==> src/fpg_pkg.sv <==
// Overview of operation
// Input line: status bit is read-only and set while the pin is asserted.
// Each line's polarity decides whether asserted means high or low.
// Output line: status bit is writable; a one drives the pin asserted.
// Status bits 7 to 4 hold lines four, three, two and one.
// A status bit only means something while its pin is in GPIO use.
// Software leaves status bits 3 to 0 alone; they are test bits.
// The whole status register clears to zero at power-up.
// Direction setting one selects output, zero selects input.
// Polarity setting one selects active high, zero selects active low.
// A per-pin enable takes the fan drive pulse off the pin for GPIO use.
// Writes to the status bit of an input line are ignored.
package fpg_pkg;

    // ****************************************************************
    // Register map
    // ****************************************************************
    localparam logic [7:0] LINE_CONFIG_ADDR = 8'h80;
    localparam logic [7:0] LINE_STATE_ADDR  = 8'h81;

    // ****************************************************************
    // Field layout
    // ****************************************************************
    // Line n (0 = line one) has its state bit at STATE_LSB + n
    localparam int STATE_LSB     = 4;
    // Line n has direction at DIR_MSB - 2n and polarity one below it
    localparam int DIR_MSB       = 7;
    localparam int FIELD_STRIDE  = 2;
    localparam int TEST_BITS_W   = 4;

    // ****************************************************************
    // Reset values and encodings
    // ****************************************************************
    localparam logic [7:0] LINE_CONFIG_RST = 8'h00;
    localparam logic [7:0] LINE_STATE_RST  = 8'h00;
    localparam logic [7:0] UNMAPPED_RDATA  = 8'h00;
    localparam logic [7:0] RDATA_RST       = 8'h00;
    localparam logic       RVALID_RST      = 1'b0;
    localparam logic       DIR_OUTPUT      = 1'b1;
    localparam logic       POL_ACT_HIGH    = 1'b1;

endpackage : fpg_pkg

==> src/fpg_gpio_status.sv <==
`timescale 1ns/1ps
`default_nettype none
// ****************************************************************
// Status and configuration of the four lines on the fan drive pins
// ****************************************************************
module fpg_gpio_status #(
    parameter int NUM_LINES = 4
) (
    // Clock and reset
    input  wire logic                 ref_clk_i,
    input  wire logic                 rst_n_i,
    // Register port from the serial interface engine
    input  wire logic [7:0]           reg_addr_i,
    input  wire logic                 reg_wr_i,
    input  wire logic [7:0]           reg_wdata_i,
    input  wire logic                 reg_rd_i,
    output logic      [7:0]           reg_rdata_o,
    output logic                      reg_rvalid_o,
    // Per pin hand-over to GPIO use, from the enable register
    input  wire logic [NUM_LINES-1:0] gpio_en_i,
    // Fan drive pulses from the pulse generator
    input  wire logic [NUM_LINES-1:0] fan_pwm_i,
    // Fan drive pins, bit 0 is fan_drive_pin_1
    input  wire logic [NUM_LINES-1:0] fan_drive_pin_in_i,
    output logic      [NUM_LINES-1:0] fan_drive_pin_o,
    output logic      [NUM_LINES-1:0] fan_drive_pin_oe_o
);

    // ****************************************************************
    // Elaboration check
    // ****************************************************************
    // The 8-bit registers have room for exactly four lines
    if (NUM_LINES != 4) begin : g_bad_lines
        $error("fpg_gpio_status: NUM_LINES must be 4");
    end

    // ****************************************************************
    // Field decoding
    // ****************************************************************
    // Direction bit of a line in the configuration register
    function automatic logic line_dir(input logic [7:0] cfg, input int n);
        line_dir = cfg[fpg_pkg::DIR_MSB - fpg_pkg::FIELD_STRIDE * n];
    endfunction : line_dir

    // Polarity bit of a line, one below its direction bit
    function automatic logic line_pol(input logic [7:0] cfg, input int n);
        line_pol = cfg[fpg_pkg::DIR_MSB - fpg_pkg::FIELD_STRIDE * n - 1];
    endfunction : line_pol

    // ****************************************************************
    // Storage
    // ****************************************************************
    logic [7:0]           config_ff;
    logic [7:0]           nxt_config;
    logic [7:0]           state_ff;
    logic [7:0]           nxt_state;
    logic [7:0]           rdata_ff;
    logic [7:0]           nxt_rdata;
    logic                 rvalid_ff;
    logic                 nxt_rvalid;
    logic [NUM_LINES-1:0] asserted;
    logic [NUM_LINES-1:0] line_dir_v;
    logic [NUM_LINES-1:0] line_pol_v;
    logic [NUM_LINES-1:0] line_state_v;

    logic wr_config;
    logic wr_state;

    assign wr_config = reg_wr_i && (reg_addr_i == fpg_pkg::LINE_CONFIG_ADDR);
    assign wr_state  = reg_wr_i && (reg_addr_i == fpg_pkg::LINE_STATE_ADDR);

    // Configuration register: plain read/write storage
    always_comb begin
        nxt_config = config_ff;
        if (wr_config) begin
            nxt_config = reg_wdata_i;
        end
    end

    // ****************************************************************
    // Line state register
    // ****************************************************************
    // Upper nibble per line; lower nibble is kept as plain test storage.
    // Input lines follow the pin every cycle, so a host write landing in
    // the same cycle cannot mask a fresh sample.
    always_comb begin
        nxt_state = state_ff;
        if (wr_state) begin
            nxt_state[fpg_pkg::TEST_BITS_W-1:0] = reg_wdata_i[fpg_pkg::TEST_BITS_W-1:0];
        end
        for (int n = 0; n < NUM_LINES; n++) begin
            if (gpio_en_i[n]) begin
                if (line_dir(config_ff, n) == fpg_pkg::DIR_OUTPUT) begin
                    if (wr_state) begin
                        nxt_state[fpg_pkg::STATE_LSB + n] = reg_wdata_i[fpg_pkg::STATE_LSB + n]; // see R3
                    end
                end else begin
                    // Host writes never reach an input line
                    nxt_state[fpg_pkg::STATE_LSB + n] = asserted[n]; // see R1 see R11
                end
            end
            // Outside GPIO use the bit simply holds; it has no function then
        end
    end

    // ****************************************************************
    // Read path
    // ****************************************************************
    // Data is registered one cycle after the read strobe
    always_comb begin
        nxt_rvalid = reg_rd_i;
        nxt_rdata  = rdata_ff;
        if (reg_rd_i) begin
            case (reg_addr_i)
                fpg_pkg::LINE_CONFIG_ADDR: begin
                    nxt_rdata = config_ff;
                end
                fpg_pkg::LINE_STATE_ADDR: begin
                    nxt_rdata = state_ff;
                end
                default: begin
                    nxt_rdata = fpg_pkg::UNMAPPED_RDATA;
                end
            endcase
        end
    end

    // Configuration register; cleared so every line starts as an active-low input
    always_ff @(posedge ref_clk_i or negedge rst_n_i) begin
        if (!rst_n_i) begin
            config_ff <= fpg_pkg::LINE_CONFIG_RST;
        end else begin
            config_ff <= nxt_config;
        end
    end

    // Line state register; cleared so no output line comes up asserted
    always_ff @(posedge ref_clk_i or negedge rst_n_i) begin
        if (!rst_n_i) begin
            state_ff <= fpg_pkg::LINE_STATE_RST;
        end else begin
            state_ff <= nxt_state;
        end
    end

    // Read answer; cleared so a stale byte is never flagged valid after reset
    always_ff @(posedge ref_clk_i or negedge rst_n_i) begin
        if (!rst_n_i) begin
            rdata_ff  <= fpg_pkg::RDATA_RST;
            rvalid_ff <= fpg_pkg::RVALID_RST;
        end else begin
            rdata_ff  <= nxt_rdata;
            rvalid_ff <= nxt_rvalid;
        end
    end

    assign reg_rdata_o  = rdata_ff;
    assign reg_rvalid_o = rvalid_ff;

    // ****************************************************************
    // Pin cells
    // ****************************************************************
    for (genvar g = 0; g < NUM_LINES; g++) begin : g_line
        assign line_dir_v[g]   = line_dir(config_ff, g);
        assign line_pol_v[g]   = line_pol(config_ff, g);
        assign line_state_v[g] = state_ff[fpg_pkg::STATE_LSB + g];

        fpg_line u_line (
            .ref_clk_i  (ref_clk_i),
            .rst_n_i    (rst_n_i),
            .gpio_en_i  (gpio_en_i[g]),
            .dir_i      (line_dir_v[g]),
            .pol_i      (line_pol_v[g]),
            .state_i    (line_state_v[g]),
            .fan_pwm_i  (fan_pwm_i[g]),
            .pin_in_i   (fan_drive_pin_in_i[g]),
            .pin_o      (fan_drive_pin_o[g]),
            .pin_oe_o   (fan_drive_pin_oe_o[g]),
            .asserted_o (asserted[g])
        );
    end

endmodule : fpg_gpio_status
`default_nettype wire

==> src/fpg_line.sv <==
`timescale 1ns/1ps
`default_nettype none
// ****************************************************************
// One shared pin: fan drive pulse or general purpose line
// ****************************************************************
module fpg_line (
    // Clock and reset
    input  wire logic ref_clk_i,
    input  wire logic rst_n_i,
    // Settings of this line
    input  wire logic gpio_en_i,
    input  wire logic dir_i,
    input  wire logic pol_i,
    input  wire logic state_i,
    // Fan drive pulse from the pulse generator
    input  wire logic fan_pwm_i,
    // Pin
    input  wire logic pin_in_i,
    output logic      pin_o,
    output logic      pin_oe_o,
    // Pin seen through the polarity setting
    output logic      asserted_o
);

    logic nxt_pin;
    logic nxt_oe;
    logic pin_ff;
    logic oe_ff;

    // Asserted level follows polarity; pin inputs are already synchronous
    assign asserted_o = (pol_i == fpg_pkg::POL_ACT_HIGH) ? pin_in_i : ~pin_in_i; // see R2

    // Pin owner: pulse generator unless the line is handed to GPIO use
    always_comb begin
        nxt_pin = fan_pwm_i;
        nxt_oe  = 1'b1;
        if (gpio_en_i) begin
            if (dir_i == fpg_pkg::DIR_OUTPUT) begin
                // A stored one drives the asserted level
                nxt_pin = (pol_i == fpg_pkg::POL_ACT_HIGH) ? state_i : ~state_i; // see R3
                nxt_oe  = 1'b1;
            end else begin
                // Released so the outside signal can be sensed
                nxt_pin = 1'b0;
                nxt_oe  = 1'b0;
            end
        end
    end

    // Registered pin drive; reset releases the pin
    always_ff @(posedge ref_clk_i or negedge rst_n_i) begin
        if (!rst_n_i) begin
            pin_ff <= 1'b0;
            oe_ff  <= 1'b0;
        end else begin
            pin_ff <= nxt_pin;
            oe_ff  <= nxt_oe;
        end
    end

    assign pin_o    = pin_ff;
    assign pin_oe_o = oe_ff;

endmodule : fpg_line
`default_nettype wire

==> config.mk <==
export PLATFORM = sky130hd
export DESIGN_NAME = fpg_gpio_status
export DESIGN_NICKNAME = d
export VERILOG_FILES = /design/src/fpg_pkg.sv /design/src/fpg_gpio_status.sv /design/src/fpg_line.sv
export SDC_FILE = /design/constraint.sdc
export NUM_CORES = 1
export LEC_CHECK = 0
export BUFFER_PORTS_ARGS = -buffer_cell sky130_fd_sc_hd__buf_2
export CAP_MARGIN = 15
export CORE_ASPECT_RATIO = 0.6
export CORE_UTILIZATION = 40
export DETAILED_ROUTE_END_ITERATION = 16
export SLEW_MARGIN = 20
export SYNTH_ARGS = -nofsm -noshare
export SYNTH_HDL_FRONTEND = slang
export SYNTH_SLANG_ARGS = --single-unit
==> constraint.sdc <==
create_clock -name ref_clk_i -period 1.09 [get_ports ref_clk_i]
set_input_delay 0.0545 -clock ref_clk_i [delete_from_list [all_inputs] [get_ports ref_clk_i]]
set_output_delay 0.0545 -clock ref_clk_i [all_outputs]
set_load 0.005 [all_outputs]
After elaboration in Yosys (flattened, before gate mapping)
Index checks and enable logic that the tools add are counted.
{ "op_classes": {"n_addsub": 0, "multipliers": 0, "div_mod_pow": 0, "n_lt_le_gt_ge": 0, "n_eq_ne": 6, "shift": 0, "muxes": 33, "bitwise": 8, "reduce_logical": 6} }
{ "op_table": {"columns": ["operator", "n"], "rows": [
  ["1-bit two-way mux", 32],
  ["8-bit equality test (second input constant)", 2],
  ["8-bit case mux with 2 select lines", 1],
  ["2-bit by 1-bit inequality test with 1-bit output (second input constant)", 4],
  ["1-bit NOT", 8],
  ["2-bit AND reduction", 4],
  ["1-bit logical AND", 2]
]} }
{ "totals": {"regBits": 33, "latchBits": 0, "ramBits": 0, "romBits": 0, "input_bits": 32, "out_inout_bits": 17, "mem_count": 0} }

Depth between registers and ports, before layout
Gate-level depths: netlist of run 1.
{ "depth": {"depth_word": 4, "mapped_depth": 4, "mapped_depth_nobuf": 3} }

Hierarchy
From an unflattened synthesis of run 1, not the netlist that was laid out.
{ "unflattened": {"hier_cells": 124, "area_unflattened_um2": 1536.5} }
{ "modules_own_cells": {"columns": ["mod", "instances", "cells_per_inst", "area_per_inst_um2", "seq_area_each_um2"], "rows": [
  ["fpg_gpio_status", 1, 92, 1186.1, 625.6],
  ["fpg_line", 4, 8, 87.6, 50.0]
]} }

Least setup slack after synthesis of run 1
No wires, ideal clock.
{ "synth_path": {"path_type": "input to register", "from": "in reg_addr_i[3]", "to": "reg config_ff[0]", "setup_ns": 0.125, "t_arrival_ns": 1.513, "required_ns": 0.965, "slack_ns": -0.548, "stages": 4, "path_buffers": 1, "path_cell_list": "or4_1 -> buf_2 -> nor4_4 -> mux2_2"} }
{ "synth_via": {"elab_chain_len": 2} }
{ "synth_rtl": {"columns": ["item", "line_no", "text"], "rows": [
  ["start: declaration", "fpg_gpio_status.sv:13", "input wire logic [7:0] reg_addr_i,"],
  ["8-bit equality test", "fpg_gpio_status.sv:69", "assign wr_config = reg_wr_i && (reg_addr_i == fpg_pkg::LINE_CONFIG_ADDR);"],
  ["1-bit logical AND", "fpg_gpio_status.sv:69", null],
  ["end signal: assignment", "fpg_gpio_status.sv:131", "config_ff <= fpg_pkg::LINE_CONFIG_RST;"],
  ["end signal: assignment", "fpg_gpio_status.sv:133", "config_ff <= nxt_config;"],
  ["end: declaration", "fpg_gpio_status.sv:53", "logic [7:0] config_ff;"]
]} }
Every way passes these cells.
A chain may end at the register's enable or synchronous reset.

Final worst setup path of run 1
{ "layout_path": {"from": "in reg_addr_i[3]", "to": "reg config_ff[4]"} }
The elaborated chain is that of the path after synthesis.

==> results_dict.tcl, run 1 <==
set metrics [dict create \
    crit_fanout 6 \
    stdcell_count 247 \
    synthSimpleGateAreaFrac_pct 13.1 \
    synth_cell_types 26 \
    slew_viol_final 0 \
    final-hold-violation-count 0 \
    dpl.cell_count 236 \
    avgSynthCellArea_um2 11.7 \
    synthMuxAreaShare_pct 13.5 \
    first_iter_violations 60 \
    routed_wirelength_um 4030 \
    rows 17 \
    final_cell_mix "46 x buf_2, 33 x dfrtp_1, 17 x inv_1, 16 x buf_4, 9 x o22ai_1" \
    crit_slowest_cell "or4_4" \
    yosys_warnings 0 \
    start_kind "input pin" \
    syn_inst 136 \
    ant_nets 0 \
    initial_core_util_pct 42.5 \
    grt_setup_unrepaired "yes" \
    gp_congestion 0.752 \
    cts-buffers-inserted 5 \
    die-area_mm2 0.00424 \
    worst-r2r-cell-count 3 \
    violations "negative setup slack" \
    layout_commonest_cell "buf_2" \
    hold-path-endpoint "g_line[3].u_line.pin_o" \
    grt_pass1_vias 1321 \
    hold_path.class "in2reg" \
    crit_path_end_kind "flop" \
    post_drt_wl_per_cell_um 16.3 \
    finalCoreUtilization_pct 57.5 \
    diodes 0 \
    dr.pass1.iters 4 \
    final_net_count 231 \
    tightest_slew_ns 0.361 \
    cp.required_ns 1.26 \
    synthesis.nets 168 \
    synth_area_mm2 0.00159 \
    post-dp-hpwl_um 2950 \
    holdPathStages 3 \
    cts_tree "yes" \
    ys_seq_elements 33 \
    drv_cap 0 \
    wl_met3_um 204 \
    vdd.ir_drop.worst_uv 601 \
    status "complete, but fails checks" \
    synthAdderAreaFrac_pct 0 \
    leakage_nw 1.04 \
    antenna_found_initial 0 \
    wl_met1_um 2000 \
    regArea_um2 826 \
    cts.reportedPaths.clkPinSlew_ns 0.07 \
    cp_slowest_stage_delay_ns 0.58 \
    hp-start "fan_pwm_i[3]" \
    grtUsageTotal_pct 21.3 \
    powerDensity_mw_per_mm2 1260 \
    synth_xor_xnor_area_share_pct 4.41 \
    dr.max_layer_used "met4" \
    drt-vias-per-instance 5.24 \
    reg2reg_from "config_ff[6]" \
    grt-ovfl-total 0 \
    fin_crit_ns 1.34 \
    die_w_um 83.4 \
    multi_input_area_um2 679 \
    cp_cell_sequence "buf_6, or4_4, nor4_4, buf_6, mux2_2" \
    relSlewSlack_pct 75.7 \
    worstSkewPairLatency_ns 0.29 \
    setup_viol 13 \
    crit_path_frequent_cell "buf_6" \
    nFillCells 342 \
    die_h_um 50.8 \
    io_buffers 48 \
    path_class "in2reg" \
    grt_pass1_wl_um 6630 \
    rr_endpoint "state_ff[4]" \
    max_freq_mhz 745 \
    grt_max_degree 21 \
    ys_seq_area_share_pct 51.9 \
    finalCritPeriodShare_pct 123 \
    regToRegSetupSlack_ns 0.09 \
    clock_path_buffers 2 \
    finalWorstSetupSlack_ns -0.253 \
    vias 1294 \
    drc 0 \
    synth_top_family_by_area "multiplexers" \
    syn_to_final_growth_pct 35.4 \
    cts_htree_levels 2 \
    synth_compound_area_share_pct 8.18 \
    drive_above_1_share_pct 46.0 \
    fin_skew_ns 0.00505 \
    root_buffer "clkbuf_8" \
    ios 49 \
    fp.coreArea_mm2 0.00374 \
    fin_hold_ws_ns 0.00248 \
    wl_met2_um 1780 \
    cts_sinks 33 \
    arrival_ns 1.52 \
]
-- layout make-up --
type	instances	area share (%)
inverters	17	2.96
well taps	47	2.73
flip-flops and latches	33	38.3
repair buffers	68	19.7
multi-input cells	74	31.6
clock buffers	7	4.47
clock inverters	1	0.232
-- synth_stat cells --
library cell   n  share of area (%)
a311oi_1       1               0.55
a31oi_1        3                1.2
buf_1          2               0.47
buf_2          1               0.31
buf_4          8                3.8
clkbuf_1       1               0.24
dfrtp_1       33                 52
inv_1         17                4.0
mux2_2        12                8.5
mux2i_1        8                5.0
nand2b_1       4                1.6
nand3_1        4                1.3
nand3b_1       1               0.47
nand4_1        3                1.2
nand4b_1       5                2.8
nor2b_1        1               0.39
nor3_1         2               0.63
nor4_1         1               0.39
nor4_4         2                2.7
nor4bb_1       1               0.63
o21ai_0        4                1.3
o22ai_1        9                3.5
o32ai_1        3                1.7
or4_1          1               0.47
or4bb_1        1               0.71
xnor2_1        8                4.4
-- worst max-delay path, delay by kind of cell --
family | cells | cell delay (ns)
buf+inv | 2 | 0.27
mux | 1 | 0.33
simple gates | 2 | 0.85
-- per-stage QoR --
stage / cell area, µm² / TNS [ns] / worst slack, ns / total power [W]
5_1_grt: 2150 / -3.08 / -0.310 / 0.00281
3_3_place_gp: 1980 / -8.32 / -0.536 / 0.00166
3_5_place_dp: 1980 / -9.15 / -0.591 / 0.00167
6_report: 2150 / -2.57 / -0.253 / 0.00271
2_1_floorplan: 1620 / -6.36 / -0.529 / 0.00150
4_1_cts: 2140 / -2.43 / -0.240 / 0.00273
-- layer usage --
metal,global-route usage (%),vias up
met5,0,-
met4,6.03,0
met3,7.59,6
met2,30.9,43
met1,30.2,642
li1,-,603
-- what timing repair did --
item	CTS	global route
setup endpoints to repair	15	15
hold buffers	2	0
buffers inserted	1	0
resized for setup	7	2
hold endpoints to repair	34	0
pin swaps	1	0
-- cell families after synthesis --
logic type	after synthesis
multiplexers	20
AO/OA/AOI/OAI	20
flip-flops	33
AND/OR/NAND/NOR	26
XOR/XNOR	8
buffers and inverters	29
-- worst max path at each step --
stage	endpoint	depth (start not counted)	slack, ns	from
detailed placement	config_ff[2]	5	-0.59	reg_addr_i[3]
floorplan	config_ff[0]	4	-0.53	reg_addr_i[3]
CTS	config_ff[0]	5	-0.24	reg_addr_i[3]
global placement	state_ff[0]	5	-0.54	reg_addr_i[3]
finish	config_ff[4]	5	-0.25	reg_addr_i[3]
global route	config_ff[1]	5	-0.31	reg_addr_i[3]
-- registers in the layout, indices dropped and copies added (netlist names) --
name / flops
config_ff: 8
reg_rdata_o: 8
state_ff: 8
g_line.u_line.pin_o: 4
g_line.u_line.pin_oe_o: 4
reg_rvalid_o: 1
-- power breakdown --
part | switching, W | internal [W]
clock | 0.000463 | 0.000571
sequential | 0.0000460 | 0.00128
combinational | 0.000164 | 0.000187
Note: power is estimated with default switching activity, not from simulation.
==> run 2, diff against run 1 <==
--- a/config.mk
+++ b/config.mk
@@ -10,6 +10,8 @@
 export CORE_ASPECT_RATIO = 0.6
 export CORE_UTILIZATION = 40
 export DETAILED_ROUTE_END_ITERATION = 16
+export SETUP_SLACK_MARGIN = 0.1
+export SKIP_LAST_GASP = 1
 export SLEW_MARGIN = 20
 export SYNTH_ARGS = -nofsm -noshare
 export SYNTH_HDL_FRONTEND = slang
==> constraint.sdc (replaced) <==
create_clock -name ref_clk_i -period 1.72 [get_ports ref_clk_i]
set_input_delay 0.086 -clock ref_clk_i [delete_from_list [all_inputs] [get_ports ref_clk_i]]
set_output_delay 0.086 -clock ref_clk_i [all_outputs]
set_load 0.005 [all_outputs]
==> results_dict.tcl, run 2 (same netlist as run 1, synthesis figures left out) <==
set metrics [dict create \
    gp_congestion 0.734 \
    drive_above_1_share_pct 39.5 \
    grt_util_met2_pct 26.4 \
    vdd.ir_drop.worst_uv 354 \
    routed_wirelength_um 3600 \
    cts_tree "yes" \
    leakage_nw 0.939 \
    grtUsageTotal_pct 19.0 \
    post-dp-hpwl_um 2710 \
    initial_core_util_pct 42.5 \
    pwr-share-clk_pct 36.3 \
    cp_cell_sequence "buf_2, or4_1, nor4_4, buf_4, mux2_2" \
    syn_to_final_growth_pct 22.4 \
    final_cell_mix "48 x buf_2, 33 x dfrtp_1, 17 x inv_1, 12 x mux2_2, 9 x o22ai_1" \
    stdcell_count 232 \
    cts_htree_levels 2 \
    cp_slowest_stage_delay_ns 0.64 \
    grt-ovfl-total 0 \
    critPathBufInv 2 \
    cts-buffers-inserted 5 \
    max_freq_mhz 692 \
    crit_slowest_cell "or4_1" \
    start_kind "input pin" \
    nFillCells 335 \
    ctsResizeCount 0 \
    cp_top_family "simple AND/OR/NAND/NOR gates" \
    setup_viol 0 \
    p_int_w 0.00122 \
    status "completed" \
    drt-vias-per-instance 5.21 \
    top_usage_layer "met1" \
    tightest_slew_ns 0.735 \
    crit_fanout 8 \
    power_switching_w 0.000388 \
    regToRegSetupSlack_ns 0.73 \
    ant_nets 0 \
    grt_pass1_vias 1162 \
    final_net_count 217 \
    post_drt_wl_per_cell_um 15.5 \
    cts.reportedPaths.clkPinSlew_ns 0.06 \
    worstSkewPairLatency_ns 0.28 \
    place_area_mm2 0.00185 \
    fin_skew_ns 0.000748 \
    io_buffers 48 \
    diodes 0 \
    antenna_found_initial 0 \
    drv_cap 0 \
    p_seq_share_pct 52.2 \
    rows 17 \
    dr.pass1.iters 4 \
    die-area_mm2 0.00424 \
    cp.required_ns 1.89 \
    finalCoreUtilization_pct 52.0 \
    die_w_um 83.4 \
    vias 1208 \
    first_iter_violations 83 \
    die_h_um 50.8 \
    grt_pass1_wl_um 5840 \
    hold-path-endpoint "g_line[3].u_line.pin_o" \
    final-hold-violation-count 0 \
    worst-r2r-cell-count 3 \
    dpl.cell_count 224 \
    clock_path_buffers 2 \
    finalCritPeriodShare_pct 84.0 \
    fp.coreArea_mm2 0.00374 \
    ios 49 \
    holdPathStages 3 \
    layout_commonest_cell "buf_2" \
    combPwrFrac_pct 11.5 \
    grt_setup_unrepaired "no" \
    path_class "in2reg" \
    arrival_ns 1.61 \
    slew_viol_final 0 \
    drc 0 \
    crit_path_end_kind "flop" \
    hp-start "fan_pwm_i[3]" \
    swShare_pct 24.2 \
    grt_max_degree 34 \
    fin_area_mm2 0.00195 \
    rr_endpoint "state_ff[5]" \
    root_buffer "clkbuf_8" \
    cts_sinks 33 \
    hold_path.class "in2reg" \
    fin_crit_ns 1.44 \
    reg2reg_from "config_ff[4]" \
    use_met1_pct 26.5 \
    relSlewSlack_pct 51.0 \
    use_met3_pct 5.98 \
    powerDensity_mw_per_mm2 824 \
]
[run 2: worst register-to-register path: stages (launching register included)]
cell and delay, ns:
dfrtp_1 0.44, xnor2_1 0.18, o32ai_1 0.10, a31oi_1 0.18
[run 2: power groups by stage]
stage | Sequential [W] | Clock [W] | Combinational [W]
after floorplan | 0.000843 | 0 | 0.000104
after global placement | 0.000850 | 0 | 0.000178
after detailed placement | 0.000852 | 0 | 0.000184
after CTS | 0.000837 | 0.000597 | 0.000187
after global routing | 0.000841 | 0.000634 | 0.000205
final | 0.000837 | 0.000582 | 0.000185
[run 2: routing by layer]
layer  vias up  share of wire, %
met5         -                 0
met4         0               1.6
met3         8               5.3
met2        34                42
met1       582                51
li1        584                 -
[run 2: how the worst max path moves through the flow]
stage                   from      endpoint  slack (ns)  cells past startpoint
2_1_floorplan  reg_addr_i[3]  config_ff[0]        0.05                      4
3_3_place_gp   reg_addr_i[3]  config_ff[0]      -0.001                      5
3_5_place_dp   reg_addr_i[3]  config_ff[1]       -0.03                      5
4_1_cts        reg_addr_i[3]  config_ff[1]        0.27                      5
5_1_grt        reg_addr_i[3]  config_ff[1]        0.21                      5
6_report       reg_addr_i[3]  config_ff[1]        0.28                      5
[run 2: what timing repair did]
item                                   in CTS  in global routing
endpoints found under the hold margin      33                  0
hold buffers                                1                  0
setup buffers                               0                  0
[run 2: layout make-up]
| type | count | area [µm²] | area share, % |
|---|---|---|---|
| Sequential cell | 33 | 826 | 42.4 |
| Tap cell | 47 | 58.8 | 3.02 |
| Timing Repair Buffer | 54 | 288 | 14.8 |
| Multi-Input combinational cell | 74 | 624 | 32.1 |
| Inverter | 17 | 63.8 | 3.28 |
| Clock buffer | 7 | 86.3 | 4.43 |
[run 2: stage by stage]
step                      hold WS, ns  worst slack, ns   TNS, ns  power [W]
after floorplan                -0.210           0.0508         0   0.000947
after global placement          0.177         -0.00150  -0.00583    0.00103
after detailed placement        0.200          -0.0314    -0.185    0.00104
after CTS                      0.0345            0.265         0    0.00162
after global routing           0.0334            0.212         0    0.00168
final                          0.0375            0.276         0    0.00160
==> run 3, diff against run 2 <==
--- a/config.mk
+++ b/config.mk
@@ -5,6 +5,7 @@
 export SDC_FILE = /design/constraint.sdc
 export NUM_CORES = 1
 export LEC_CHECK = 0
+export ABC_AREA = 1
 export BUFFER_PORTS_ARGS = -buffer_cell sky130_fd_sc_hd__buf_2
 export CAP_MARGIN = 15
 export CORE_ASPECT_RATIO = 0.6
==> constraint.sdc (replaced) <==
create_clock -name ref_clk_i -period 1.42 [get_ports ref_clk_i]
set_input_delay 0.071 -clock ref_clk_i [delete_from_list [all_inputs] [get_ports ref_clk_i]]
set_output_delay 0.071 -clock ref_clk_i [all_outputs]
set_load 0.005 [all_outputs]
==> results_dict.tcl, run 3 <==
set metrics [dict create \
    status "completed" \
    powerDensity_mw_per_mm2 1070 \
    grt_setup_unrepaired "no" \
    cts_htree_levels 2 \
    holdBufCountCts 3 \
    max_freq_mhz 1000 \
    drc 0 \
    layout_commonest_cell "nand2_1" \
    crit_fanout 5 \
    hold_path.class "in2reg" \
    syn_to_final_growth_pct 21.6 \
    final_cell_mix "62 x nand2_1, 48 x buf_2, 33 x dfrtp_1, 23 x inv_1, 17 x nand3_1" \
    tightest_slew_ns 0.426 \
    cp_cell_sequence "inv_1, nand2_1, nand2_1, o22ai_1, nand3_1, nand2_1" \
    synth_area_mm2 0.00168 \
    regToRegSetupSlack_ns 0.42 \
    drv_cap 0 \
    post-dp-hpwl_um 2610 \
    rows 17 \
    drive_above_1_share_pct 30.4 \
    die-area_mm2 0.00447 \
    die_h_um 52.2 \
    grt_max_degree 34 \
    synth_commonest_cells "62 x nand2_1, 33 x dfrtp_1, 23 x inv_1, 17 x nand3_1, 9 x o21ai_0" \
    tns_ns 0 \
    cp_top_family "flip-flops" \
    synthesis.nets 233 \
    grt_pass1_vias 1284 \
    syn_inst 201 \
    ios 49 \
    fin_skew_ns 0.00510 \
    post_drt_wl_per_cell_um 12.0 \
    ctsResizeCount 0 \
    cp_slowest_stage_delay_ns 0.40 \
    routed_wirelength_um 3550 \
    drt-vias-per-instance 4.84 \
    worstSkewPairLatency_ns 0.28 \
    fin_crit_ns 1.00 \
    dr.pass1.iters 4 \
    grtUsageTotal_pct 18.9 \
    holdPathStages 1 \
    yosys_warnings 0 \
    hold-path-endpoint "reg_rvalid_o" \
    hp-start "reg_rd_i" \
    ys_seq_elements 33 \
    crit_slowest_cell "dfrtp_1" \
    path_class "reg2reg" \
    clock_path_buffers 2 \
    power.total_w 0.00219 \
    synth_cell_types 23 \
    grt-ovfl-total 0 \
    place_area_mm2 0.00189 \
    first_iter_violations 73 \
    cts-buffers-inserted 5 \
    antenna_found_initial 0 \
    relSlewSlack_pct 71.6 \
    diodes 0 \
    finalCritPeriodShare_pct 70.5 \
    cts_tree "yes" \
    fp.coreArea_mm2 0.00383 \
    vias 1436 \
    initial_core_util_pct 43.8 \
    post-cts-setup-buffers 0 \
    synth-edff-count 0 \
    leakage_nw 1.12 \
    grt_pass1_wl_um 6210 \
    avgSynthCellArea_um2 8.35 \
    gp_congestion 0.819 \
    reg2reg_from "config_ff[6]" \
    die_w_um 85.6 \
    io_buffers 48 \
    critPathBufInv 1 \
    slew_viol_final 0 \
    cp.required_ns 1.59 \
    worst-r2r-cell-count 6 \
    fin_area_mm2 0.00204 \
    synthFlopType "dfrtp_1" \
    crit_path_end_kind "flop" \
    vdd.ir_drop.worst_uv 533 \
    ys_seq_area_share_pct 49.2 \
    synthArstFlopShare_pct 100 \
    synth_area_leaders "dfrtp_1 49%, nand2_1 14%, inv_1 5.1%" \
    crit_path_frequent_cell "nand2_1" \
    start_kind "flop" \
    synth_most_common_cell "nand2_1" \
    final-hold-violation-count 0 \
    arrival_ns 1.17 \
    synth_top_area_cell "dfrtp_1" \
    cts.reportedPaths.clkPinSlew_ns 0.07 \
    yosysTopAreaCellShare_pct 49.2 \
    rr_endpoint "state_ff[4]" \
    root_buffer "clkbuf_8" \
    final_net_count 281 \
    ant_nets 0 \
    setup_viol 0 \
    cts_sinks 33 \
]
## run 3: changes by cell type after synthesis, sizes merged, moves of 5 or more
cell	before	now
inv	17	25
mux2i	8	0
o21ai	4	16
o22ai	9	4
nor2	0	11
xnor2	8	1
nand2	0	66
nand3	4	19
a21oi	0	7
nand4b	5	0
mux2	12	0
## run 3: final cells by class
class | instances | area (µm²)
fill | 366 | 1790
inverter | 25 | 93.8
sequential | 33 | 826
clock buffer | 7 | 86.3
clock inverter | 1 | 30.0
multi-input combinational | 131 | 659
timing repair buffer | 53 | 285
tap | 47 | 58.8
## run 3: cell families after synthesis
kind of cell           share of synthesized area, %
buffers and inverters                          11.5
flip-flops                                     49.2
XOR/XNOR                                      0.522
AO/OA/AOI/OAI                                  11.5
AND/OR/NAND/NOR                                27.3
## run 3: report_power, final
part / switching (W) / total [W] / internal, W
combinational: 0.000141 / 0.000249 / 0.000109
sequential: 0.0000418 / 0.00104 / 0.00100
clock: 0.000327 / 0.000898 / 0.000572
total: 0.000509 / 0.00219 / 0.00168
## run 3: per-stage QoR
| stage | std cells | utilization (%) | hold slack (ns) | worst slack, ns |
|---|---|---|---|---|
| finish | 297 | 53.3 | 0.0113 | 0.420 |
| floorplan | 201 | - | -0.225 | 0.564 |
| CTS | 297 | 53.3 | 0.000252 | 0.435 |
| detailed placement | 286 | 49.4 | 0.126 | 0.241 |
| global route | 297 | 53.3 | 0.00102 | 0.308 |
| global placement | 286 | 49.4 | 0.126 | 0.264 |
## run 3: metal layers
metal | track usage [%] | part of all wire [%] | vias to the layer above
met5 | 0 | 0 | -
met4 | 6.67 | 0 | 0
met3 | 5.71 | 7.1 | 0
met2 | 25.2 | 41 | 48
met1 | 28.4 | 52 | 656
li1 | - | - | 732
## run 3: how the worst max path moves through the flow
stage	from	endpoint	depth (start not counted)
CTS	config_ff[2]	state_ff[6]	6
finish	config_ff[6]	state_ff[4]	6
global placement	reg_addr_i[1]	reg_rdata_o[7]	9
global route	config_ff[0]	state_ff[7]	6
floorplan	config_ff[0]	state_ff[7]	6
detailed placement	reg_addr_i[1]	reg_rdata_o[7]	9
